[src/core/twmc_pkg.sv]
package twmc_pkg;
   // ****************************************************************
   // Register map
   // ****************************************************************
   localparam logic [7:0] ADDR_CTRL   = 8'h00;
   localparam logic [7:0] ADDR_MODE   = 8'h04;
   localparam logic [7:0] ADDR_WAVE   = 8'h08;
   localparam logic [7:0] ADDR_STATUS = 8'h0C;
   localparam logic [7:0] ADDR_RHR    = 8'h10;
   localparam logic [7:0] ADDR_THR    = 8'h14;
   localparam logic [7:0] ADDR_ISR    = 8'h18;
   localparam logic [7:0] ADDR_IMR    = 8'h1C;

   // ****************************************************************
   // Field positions
   // ****************************************************************
   localparam int CTRL_START   = 0;
   localparam int CTRL_ENABLE  = 2;
   localparam int CTRL_DISABLE = 3;
   localparam int CTRL_SWRST   = 7;
   localparam int MODE_READ    = 8;
   localparam int ST_TRANSFER_COMPLETE_FLAG    = 0;
   localparam int ST_RECEIVE_READY_FLAG     = 1;
   localparam int ST_TRANSMIT_READY_FLAG     = 2;
   localparam int ST_OVERRUN   = 6;
   localparam int ST_NACK      = 8;
   localparam int ST_WEDGED    = 9;
   localparam int ST_ENABLED   = 10;

   // ****************************************************************
   // Reset values and constants
   // ****************************************************************
   localparam logic [18:0] WAVE_RESET = 19'h0_0000;
   localparam logic [15:0] CNT_ONE    = 16'h0001;
   localparam logic [3:0]  ACK_BIT    = 4'h8;
   localparam logic [3:0]  LAST_BIT   = 4'h7;
   localparam logic [1:0]  RESP_OKAY  = 2'h0;
   localparam logic [1:0]  RESP_SLVERR = 2'h2;

   typedef enum logic [5:0] {
      S_IDLE  = 6'b00_0001,
      S_START = 6'b00_0010,
      S_LOW   = 6'b00_0100,
      S_HIGH  = 6'b00_1000,
      S_STOPL = 6'b01_0000,
      S_STOPH = 6'b10_0000
   } twmc_state_t;

   typedef struct packed {
      logic [2:0] expo;
      logic [7:0] high;
      logic [7:0] low;
   } twmc_wave_t;

   typedef struct packed {
      logic nack;
      logic receive_ready_flag;
      logic transfer_complete_flag;
   } twmc_events_t;
endpackage : twmc_pkg

[src/core/twmc_core.sv]
// The address map and register access over AXI4-Lite are this design's own decisions.
`timescale 1ns/1ps
// Notes on behaviour
// - Soft reset with clock low blocks transfers
// - Disable freezes transfer, keeps complete/ready flags
// - Status read before completion loses not-acknowledge
// - Complete and nack rise together; status read clears nack
// - Receive register loads on every data byte
// - Transmit overwrite sets no ready/overrun flag
module twmc_core import twmc_pkg::*; (
   input  wire logic        aclk,
   input  wire logic        aresetn,
   input  wire logic [7:0]  s_axi_awaddr,
   input  wire logic        s_axi_awvalid,
   output logic             s_axi_awready,
   input  wire logic [31:0] s_axi_wdata,
   input  wire logic [3:0]  s_axi_wstrb,
   input  wire logic        s_axi_wvalid,
   output logic             s_axi_wready,
   output logic [1:0]       s_axi_bresp,
   output logic             s_axi_bvalid,
   input  wire logic        s_axi_bready,
   input  wire logic [7:0]  s_axi_araddr,
   input  wire logic        s_axi_arvalid,
   output logic             s_axi_arready,
   output logic [31:0]      s_axi_rdata,
   output logic [1:0]       s_axi_rresp,
   output logic             s_axi_rvalid,
   input  wire logic        s_axi_rready,
   input  wire logic        scl_in,
   output logic             scl_out,
   output logic             scl_oe,
   input  wire logic        sda_in,
   output logic             sda_out,
   output logic             sda_oe,
   output logic             irq
);
   // ****************************************************************
   // Bus slave
   // ****************************************************************
   logic        aw_held, w_held;
   logic [7:0]  aw_addr;
   logic [31:0] w_data;
   logic [3:0]  w_strb;
   logic [31:0] rd_mux;
   logic        rd_map;
   wire         wr_go   = aw_held & w_held & ~s_axi_bvalid;
   wire  [31:0] wmask   = {{8{w_strb[3]}}, {8{w_strb[2]}}, {8{w_strb[1]}}, {8{w_strb[0]}}};
   wire  [31:0] wbits   = w_data & wmask;
   wire         wr_ctrl = wr_go && aw_addr == ADDR_CTRL;
   wire         wr_mode = wr_go && aw_addr == ADDR_MODE;
   wire         wr_wave = wr_go && aw_addr == ADDR_WAVE;
   wire         wr_thr  = wr_go && aw_addr == ADDR_THR && w_strb[0];
   wire         wr_isr  = wr_go && aw_addr == ADDR_ISR;
   wire         wr_imr  = wr_go && aw_addr == ADDR_IMR;
   wire         wr_map  = wr_ctrl | wr_mode | wr_wave | (wr_go && aw_addr == ADDR_THR) | wr_isr | wr_imr;
   wire         rd_go   = s_axi_arvalid & s_axi_arready;
   wire         rd_stat = rd_go && s_axi_araddr == ADDR_STATUS;
   wire         rd_rhr  = rd_go && s_axi_araddr == ADDR_RHR;

   assign s_axi_awready = ~aw_held;
   assign s_axi_wready  = ~w_held;
   assign s_axi_arready = ~s_axi_rvalid;

   always_ff @(posedge aclk) begin
      if (!aresetn) begin
         aw_held      <= 1'b0;
         w_held       <= 1'b0;
         aw_addr      <= 8'h00;
         w_data       <= 32'h0000_0000;
         w_strb       <= 4'h0;
         s_axi_bvalid <= 1'b0;
         s_axi_bresp  <= RESP_OKAY;
         s_axi_rvalid <= 1'b0;
         s_axi_rdata  <= 32'h0000_0000;
         s_axi_rresp  <= RESP_OKAY;
      end else begin
         if (s_axi_awvalid && !aw_held) begin
            aw_held <= 1'b1;
            aw_addr <= {s_axi_awaddr[7:2], 2'b00};
         end else if (wr_go) begin
            aw_held <= 1'b0;
         end
         if (s_axi_wvalid && !w_held) begin
            w_held <= 1'b1;
            w_data <= s_axi_wdata;
            w_strb <= s_axi_wstrb;
         end else if (wr_go) begin
            w_held <= 1'b0;
         end
         if (wr_go) begin
            s_axi_bvalid <= 1'b1;
            s_axi_bresp  <= wr_map ? RESP_OKAY : RESP_SLVERR;
         end else if (s_axi_bready) begin
            s_axi_bvalid <= 1'b0;
         end
         if (rd_go) begin
            s_axi_rvalid <= 1'b1;
            s_axi_rdata  <= rd_mux;
            s_axi_rresp  <= rd_map ? RESP_OKAY : RESP_SLVERR;
         end else if (s_axi_rready) begin
            s_axi_rvalid <= 1'b0;
         end
      end
   end

   // ****************************************************************
   // Control state and flags
   // ****************************************************************
   twmc_state_t  state;
   twmc_wave_t   wave;
   twmc_events_t isr, imr;
   logic [15:0]  cnt;
   logic [3:0]   bitc;
   logic [7:0]   shreg, thr, rhr;
   logic [6:0]   taddr;
   logic         rd, byte_idx, enabled, wedged;
   logic         transfer_complete_flag, transmit_ready_flag, receive_ready_flag, overrun, nack, nack_pending, nack_lost;
   logic         scl_s1, scl_s2, sda_s1, sda_s2;

   wire         sw_rst      = wr_ctrl & wbits[CTRL_SWRST];
   wire         srst        = ~aresetn | sw_rst;
   wire         dis_wr      = wr_ctrl & wbits[CTRL_DISABLE] & ~sw_rst;
   wire         run         = enabled & ~dis_wr;
   wire  [15:0] low_raw     = {8'h00, wave.low} << wave.expo;
   wire  [15:0] high_raw    = {8'h00, wave.high} << wave.expo;
   wire  [15:0] low_len     = (low_raw == 16'h0000) ? CNT_ONE : low_raw;
   wire  [15:0] high_len    = (high_raw == 16'h0000) ? CNT_ONE : high_raw;
   wire  [15:0] phase_len   = (state == S_LOW || state == S_STOPL) ? low_len : high_len;
   wire         phase_end   = cnt >= phase_len - CNT_ONE;
   wire         tx_byte     = ~byte_idx | ~rd;
   wire         sda_drv_low = (bitc < ACK_BIT) & tx_byte & ~shreg[7];
   wire         bit_end     = run && state == S_HIGH && scl_s2 && phase_end;
   wire         ack_end     = bit_end && bitc == ACK_BIT;
   wire         nack_det    = ack_end & tx_byte & sda_s2;
   wire         data_end    = bit_end && bitc == LAST_BIT && byte_idx;
   wire         rx_done     = data_end & rd;
   wire         thr_load    = ack_end & ~nack_det & ~byte_idx & ~rd;
   wire         frame_end   = run && state == S_STOPH && scl_s2 && phase_end;
   wire         start_ok    = wr_ctrl && wbits[CTRL_START] && run && !wedged && state == S_IDLE;
   wire         nack_set    = frame_end & nack_pending & ~nack_lost;
   wire twmc_events_t events = '{nack: nack_set, receive_ready_flag: rx_done, transfer_complete_flag: frame_end};

   assign scl_out = 1'b0;
   assign sda_out = 1'b0;
   assign irq     = |(isr & imr);

   always_comb begin
      rd_mux              = 32'h0000_0000;
      rd_map              = 1'b1;
      case (s_axi_araddr)
         ADDR_MODE: rd_mux = {23'h00_0000, rd, 1'b0, taddr};
         ADDR_WAVE: rd_mux = {13'h0000, wave};
         ADDR_STATUS: begin
            rd_mux[ST_TRANSFER_COMPLETE_FLAG]  = transfer_complete_flag;
            rd_mux[ST_RECEIVE_READY_FLAG]   = receive_ready_flag;
            rd_mux[ST_TRANSMIT_READY_FLAG]   = transmit_ready_flag;
            rd_mux[ST_OVERRUN] = overrun;
            rd_mux[ST_NACK]    = nack;
            rd_mux[ST_WEDGED]  = wedged;
            rd_mux[ST_ENABLED] = enabled;
         end
         ADDR_RHR:  rd_mux = {24'h00_0000, rhr};
         ADDR_ISR:  rd_mux = {29'h0000_0000, isr};
         ADDR_IMR:  rd_mux = {29'h0000_0000, imr};
         ADDR_CTRL, ADDR_THR: rd_mux = 32'h0000_0000;
         default:   rd_map = 1'b0;
      endcase
   end

   always_ff @(posedge aclk) begin
      scl_s1 <= scl_in;
      scl_s2 <= scl_s1;
      sda_s1 <= sda_in;
      sda_s2 <= sda_s1;
   end

   // Survives the soft reset; only the hardware reset clears it
   always_ff @(posedge aclk) begin
      if (!aresetn) begin
         wedged <= 1'b0;
      end else if (sw_rst && state != S_IDLE && scl_oe) begin
         wedged <= 1'b1;
      end
   end

   always_ff @(posedge aclk) begin
      if (srst) begin
         wave    <= WAVE_RESET;
         imr     <= '0;
         taddr   <= 7'h00;
         rd      <= 1'b0;
         thr     <= 8'h00;
         enabled <= 1'b0;
      end else begin
         if (wr_wave) wave <= twmc_wave_t'((wave & ~wmask[18:0]) | wbits[18:0]);
         if (wr_imr) imr <= twmc_events_t'(wbits[2:0]);
         if (wr_mode && w_strb[0]) taddr <= w_data[6:0];
         if (wr_mode && w_strb[1]) rd <= w_data[MODE_READ];
         if (wr_thr) thr <= w_data[7:0];
         if (dis_wr) enabled <= 1'b0;
         else if (wr_ctrl && wbits[CTRL_ENABLE]) enabled <= 1'b1;
      end
   end

   // Flags: hardware set wins over any read or write clear in the same cycle
   always_ff @(posedge aclk) begin
      if (srst) begin
         transfer_complete_flag       <= 1'b1;
         transmit_ready_flag        <= 1'b1;
         receive_ready_flag        <= 1'b0;
         overrun      <= 1'b0;
         nack         <= 1'b0;
         nack_pending <= 1'b0;
         nack_lost    <= 1'b0;
         isr          <= '0;
         rhr          <= 8'h00;
      end else begin
         if (frame_end) transfer_complete_flag <= 1'b1;
         else if (start_ok) transfer_complete_flag <= 1'b0;
         if (thr_load) transmit_ready_flag <= 1'b1;
         else if (wr_thr) transmit_ready_flag <= 1'b0;
         if (data_end) rhr <= {shreg[6:0], sda_s2};
         if (rx_done) receive_ready_flag <= 1'b1;
         else if (rd_rhr) receive_ready_flag <= 1'b0;
         if (rx_done && receive_ready_flag) overrun <= 1'b1;
         else if (rd_stat) overrun <= 1'b0;
         if (nack_set) nack <= 1'b1;
         else if (rd_stat) nack <= 1'b0;
         if (nack_det) nack_pending <= 1'b1;
         else if (start_ok) nack_pending <= 1'b0;
         if (rd_stat && nack_pending) nack_lost <= 1'b1;
         else if (start_ok) nack_lost <= 1'b0;
         isr <= (wr_isr ? (isr & ~twmc_events_t'(wbits[2:0])) : isr) | events;
      end
   end

   // ****************************************************************
   // Bus sequencer, frozen while disabled
   // ****************************************************************
   always_ff @(posedge aclk) begin
      if (srst) begin
         state    <= S_IDLE;
         cnt      <= 16'h0000;
         bitc     <= 4'h0;
         byte_idx <= 1'b0;
         shreg    <= 8'h00;
         scl_oe   <= 1'b0;
         sda_oe   <= 1'b0;
      end else if (run) begin
         case (state)
            S_IDLE: if (start_ok) begin
               state    <= S_START;
               sda_oe   <= 1'b1;
               cnt      <= 16'h0000;
               bitc     <= 4'h0;
               byte_idx <= 1'b0;
               shreg    <= {taddr, rd};
            end
            S_START: if (phase_end) begin
               state  <= S_LOW;
               scl_oe <= 1'b1;
               cnt    <= 16'h0000;
            end else cnt <= cnt + CNT_ONE;
            S_LOW: begin
               sda_oe <= sda_drv_low;
               if (phase_end) begin
                  state  <= S_HIGH;
                  scl_oe <= 1'b0;
                  cnt    <= 16'h0000;
               end else cnt <= cnt + CNT_ONE;
            end
            S_HIGH: if (!scl_s2) cnt <= 16'h0000;
            else if (phase_end) begin
               cnt    <= 16'h0000;
               scl_oe <= 1'b1;
               if (bitc < ACK_BIT) begin
                  shreg <= {shreg[6:0], sda_s2};
                  bitc  <= bitc + 4'h1;
                  state <= S_LOW;
               end else begin
                  bitc <= 4'h0;
                  if (nack_det || byte_idx) state <= S_STOPL;
                  else begin
                     byte_idx <= 1'b1;
                     shreg    <= thr;
                     state    <= S_LOW;
                  end
               end
            end else cnt <= cnt + CNT_ONE;
            S_STOPL: begin
               sda_oe <= 1'b1;
               if (phase_end) begin
                  state  <= S_STOPH;
                  scl_oe <= 1'b0;
                  cnt    <= 16'h0000;
               end else cnt <= cnt + CNT_ONE;
            end
            S_STOPH: if (!scl_s2) cnt <= 16'h0000;
            else if (phase_end) begin
               sda_oe <= 1'b0;
               state  <= S_IDLE;
            end else cnt <= cnt + CNT_ONE;
            default: state <= S_IDLE;
         endcase
      end
   end
endmodule : twmc_core

[config.mk]
export PLATFORM = sky130hd
export DESIGN_NAME = twmc_core
export DESIGN_NICKNAME = d
export VERILOG_FILES = /design/src/core/twmc_pkg.sv /design/src/core/twmc_core.sv
export SDC_FILE = /design/constraint.sdc
export NUM_CORES = 1
export LEC_CHECK = 0
export BUFFER_PORTS_ARGS = -buffer_cell sky130_fd_sc_hd__buf_4
export CORE_MARGIN = 2
export CORE_UTILIZATION = 60
export CTS_BUF_LIST = sky130_fd_sc_hd__clkbuf_8
export DETAILED_ROUTE_END_ITERATION = 7
export GPL_ROUTABILITY_DRIVEN = 0
export PLACE_DENSITY = 0.87
export SKIP_CTS_REPAIR_TIMING = 1
export SLEW_MARGIN = 20
export SYNTH_ARGS = -nofsm -noshare
export SYNTH_HDL_FRONTEND = slang
export SYNTH_SLANG_ARGS = --single-unit
[constraint.sdc]
create_clock -name aclk -period 9.9 [get_ports aclk]
set_clock_uncertainty 0.15 [all_clocks]
set_input_delay 2.97 -clock aclk [delete_from_list [all_inputs] [get_ports aclk]]
set_output_delay 2.97 -clock aclk [all_outputs]
set_load 0.02 [all_outputs]
* After elaboration in Yosys (flattened, before gate mapping)
Cells that the tools add are included.
** Word-level totals
- Register bits :: 167
- Bits of input ports :: 61
- Output and inout bits :: 46
** Cells by class
- Add/subtract/negate cells :: 3
- $lt $le $gt $ge :: 2
- Eq/ne operators :: 34
- Shift operators :: 2
- Mux-type cells :: 68
- Bitwise operators :: 44
- Reduce and logical (&&, ||, !) cells :: 67
** Operator list (count)
- $mux 16 :: 8
- $pmux 16 s4 :: 1
- $mux 6 :: 8
- $mux 8 :: 6
- $and 19x19->19 :: 2
- $pmux 6 s6 :: 1
- $eq 8x5->1 const B :: 4
- $logic_not 16->1 :: 2
- $shl 8x3->16 :: 2
- $logic_and 1x1->1 :: 31
- $mux 1 :: 25
- $eq 6x3->1 const B :: 4
- $ne 2x2->1 const B :: 10
- $reduce_bool 2->1 :: 10
- $not 19->19 :: 1
- $or 19x19->19 :: 1
- $pmux 3 s3 :: 2
- $pmux 3 s6 :: 1
- $and 1x1->1 :: 17
- $add 16x1->16 const B :: 1
- $eq 8x4->1 const B :: 2
- $ge 16x16->1 :: 1
- $logic_not 8->1 :: 2
- $mux 4 :: 4
- 39 further kinds :: 74

* Depth between registers and ports, before layout
- Word-level depth :: 20
- Mapped depth :: 22

* Least setup slack after synthesis
Ideal clock, no wire load.
- Path type :: reg2reg
- From :: register with a tool-made name
- To :: register cnt[15]
- Library setup time :: 73 ps
- Data arrival time :: 4815 ps
- Required time :: 9677 ps
- Setup slack :: 4862 ps
- Cell stages (with the launch flop) :: 21
- Path buffers :: 2
- Cell sequence :: dfxtp_1 -> buf_6 -> mux4_1 -> a2111oi_0 -> a311oi_1 -> a211oi_2 -> o32ai_1 -> ha_1 -> nand2_1 -> nor3_1 -> xnor2_1 -> ha_1 -> and3_1 -> a221oi_1 -> o22ai_1 -> a211oi_1 -> nor3_1 -> or2_1 -> buf_2 -> or4_1 -> a21oi_1
** RTL lines
- end signal: assignment :: line twmc_core.sv:264 : end else cnt <= cnt + CNT_ONE;
- end signal: assignment :: line twmc_core.sv:271 : end else cnt <= cnt + CNT_ONE;
- end signal: assignment :: line twmc_core.sv:290 : end else cnt <= cnt + CNT_ONE;
- end: declaration :: line twmc_core.sv:113 : logic [15:0] cnt;

==> results.md <==
* Outcome: finished clean
* Initial drt markers at about 840
* Die X at 124 um
* Critical Path Fanout Max at 21
* Hold Crit Class: reg -> reg
* Post-Syn Area at 8580 um^2
* R2R depth at 19
* WHS Path Cells at 0
* Period minus WS final at between 6 and 7 ns
* Worst-Margin Slew at 0.905 ns
* Top_reg_cell synth: dfxtp_1
* Core Box Area at 13,900 um^2
* FF-to-FF End: rhr[5]
* Vias post-DR at around 8,100
* Reg2Reg Setup Slack at approximately 3.1 ns
* WP data arrival at around 7.0 ns
* First-pass GRT wire length at 35.9 mm
* First-pass DRT Iterations at 6
* Dpl cell area at approximately 9100 um^2
* Post-synth EDFFs at 0
* Finish-stage setup viols at 0
* Yosys reg bits at between 150 and 200
* Clock latency at the later pin of the worst-skew pair at ~0.46 ns
* Root Buffer: clkbuf_8
* Overall routing resource usage at 29.6%
* Worst hold start: scl_s1
* Clock transition at the registers of the reported paths at around 0.090 ns
* # DRC at 0
* Critical Path RT at 10.07 ns
* Maxcap violations at 0
* Total gr overflow at 0
* Row count at between 40 and 50
* CP Capture Type: register
* FF+latch area at just over 3000 um^2
* DIE AREA at 15,300 um^2
* Multi-input logic area at between 5000 and 6000 um^2
* Peak supply drop at roughly 110 uV
* H-Tree Depth at 4
* Syn_area_per_cell at around 8 um^2
* Clock Path Buffers at 2
* Layout cells sized above 1 at between 10% and 20%
* Final #Nets at between 1,000 and 1,500
* WS Path Type: reg -> reg
* Unique cell type count in the Yosys netlist at 83
* Via-to-Cell Ratio at 6.32
* Slew Viols, Final at 0
* Fill cell count at around 1,100
* TritonCTS clock tree: done
* Fin. Hold Viols at 0
* Initial Utilization at between 60% and 70%
* Sum of negative setup slack at 0 ns
* Post-synth top area share at between 30% and 40%
* Largest net degree at the start of global routing at 77
* Max Fclk at ~150 MHz
* WHS Endpoint: scl_s2
* Dominant cell type by area after synthesis: dfxtp_1
* FFs w/ async S/R, synth at 0%
* CTS Buf Count at 17
* Post-synthesis instance total at between 1,000 and 1,500
* Vias in the first global route at approximately 7,500
* Antenna viol nets, final at 0
* Clock sink total at 152
* Drt wl/cell at 17.3 um
* IO Port Bufs at 73
* Die height at between 100 and 150 um
* Top Ports at between 100 and 150
* Unrepaired setup endpoints after global routing: no
* DRT Wirelength at about 22 mm
* Power Total at roughly 1200 uW
* DP Wirelength at approximately 15 mm
* Static Leak at between 0.003 and 0.004 uW
* Startpoint Class: register
* Headroom to the max-slew limit at approximately 40%
* Seq/Total Area, Yosys at around 35%
* Period utilisation layout at between 60% and 70%
* Fin area at roughly 9500 um^2
* Area Overhead vs Synth at 10.4%
* Initial antenna violation count at 0
* Area contributors post-synth: dfxtp_1, nand2_1, mux2i_1
* Synth warnings at 0
* Ant diodes at 0
* Pwr per Cell Area at about 130 nW/um^2
report_power, final:
group,internal (uW),switching (uW),total [uW]
registers,622,12.4,635
clock network,210,275,485
logic,30.6,48.3,79.0
layout by cell type (no fill, tap or decap), types with 5 or more instances in the layout:
cell type and n:
nand2_1 149, ha_1 20, nand3_1 60, a221oi_1 7, and2_1 15, a21boi_0 30, mux2i_1 49, nor4_1 11
a211oi_1 8, nand2b_1 5, o21ai_0 58, or3_1 5, inv_1 25, a31oi_1 7, nand4_1 7, nor3_1 25
and3_1 14, nor2_1 85, dfxtp_1 152, nor2b_1 17, a21oi_1 73, mux4_2 6, clkbuf_8 17, o21a_1 5
xor2_1 9, conb_1 18, mux2_2 6, buf_4 84, a22oi_1 7, xnor2_1 16, a21o_1 5
area by class of cell:
class	count	area share [%]
tap	180	2.38
clock buffer	17	2.47
timing repair buffer	84	6.66
multi-input combinational	809	53.6
sequential	152	32.1
inverter	25	0.991
clock inverter	15	1.74
metrics by stage:
step	hold slack (ns)	instances	util (%)	setup slack, ns
after floorplan	0.160	1072	-	4.86
after global placement	0.163	1250	65.1	3.37
after detailed placement	0.162	1250	65.1	3.28
after CTS	0.184	1282	68.0	3.23
after global routing	0.203	1282	68.0	2.71
final	0.183	1282	68.0	3.11
cells in the mapped netlist (6+ instances only):
cell type / count
xor2_1: 9
clkbuf_1: 47
o21ai_0: 58
nand2_1: 150
mux2i_1: 49
mux4_2: 6
buf_1: 7
nand4_1: 7
xnor2_1: 16
nor2b_1: 18
dfxtp_1: 152
buf_2: 10
and3_1: 14
buf_4: 17
nor3_1: 25
a22oi_1: 7
and2_1: 15
a21boi_0: 30
a31oi_1: 7
inv_1: 24
mux2_2: 6
nor4_1: 11
nor2_1: 85
a21oi_1: 73
a221oi_1: 7
ha_1: 20
nand3_1: 60
a211oi_1: 8
worst max path at each step:
| stage | from | slack, ns | cells after the start | endpoint |
|---|---|---|---|---|
| 6_report | register | 3.11 | 19 | rhr[5] |
| 2_1_floorplan | register | 4.86 | 20 | cnt[15] |
| 3_3_place_gp | register | 3.37 | 19 | cnt[15] |
| 3_5_place_dp | register | 3.28 | 19 | cnt[15] |
| 4_1_cts | register | 3.23 | 19 | rhr[5] |
| 5_1_grt | register | 2.71 | 19 | cnt[14] |
routing by layer:
| layer | up-vias | track usage (%) | part of all wire, % |
|---|---|---|---|
| met5 | - | 0 | 0 |
| met4 | 0 | 12.6 | 3.2 |
| met3 | 77 | 6.04 | 8.2 |
| met2 | 407 | 47.6 | 47 |
| met1 | 3821 | 38.8 | 41 |
| li1 | 3800 | - | - |
critical path: stages, from the launching register on:
cell	delay, ns
dfxtp_1	0.72
buf_4	0.37
mux4_1	0.71
or4_4	0.57
a21oi_2	0.17
o22a_1	0.23
o32ai_1	0.16
ha_1	0.27
nand2_1	0.19
nor3_1	0.10
xnor2_1	0.15
ha_1	0.29
and3_1	0.20
a221oi_1	0.47
nor2_1	0.14
a2111oi_4	0.54
nor2_1	0.22
nand4_1	0.62
mux2i_1	0.30
nor2_1	0.06
kinds of logic after synthesis:
family,after synthesis,share of synthesized area [%]
buffers and inverters,111,6.11
DFF,152,35.5
other,2,0.0875
muxes,67,9.56
AOI/OAI and AO/OA,255,19.7
xor gates and xnor gates,25,2.55
and+or+nand+nor,424,23.7
adders and majority gates,20,2.92
No activity file was read; power rests on OpenSTA's default activity.
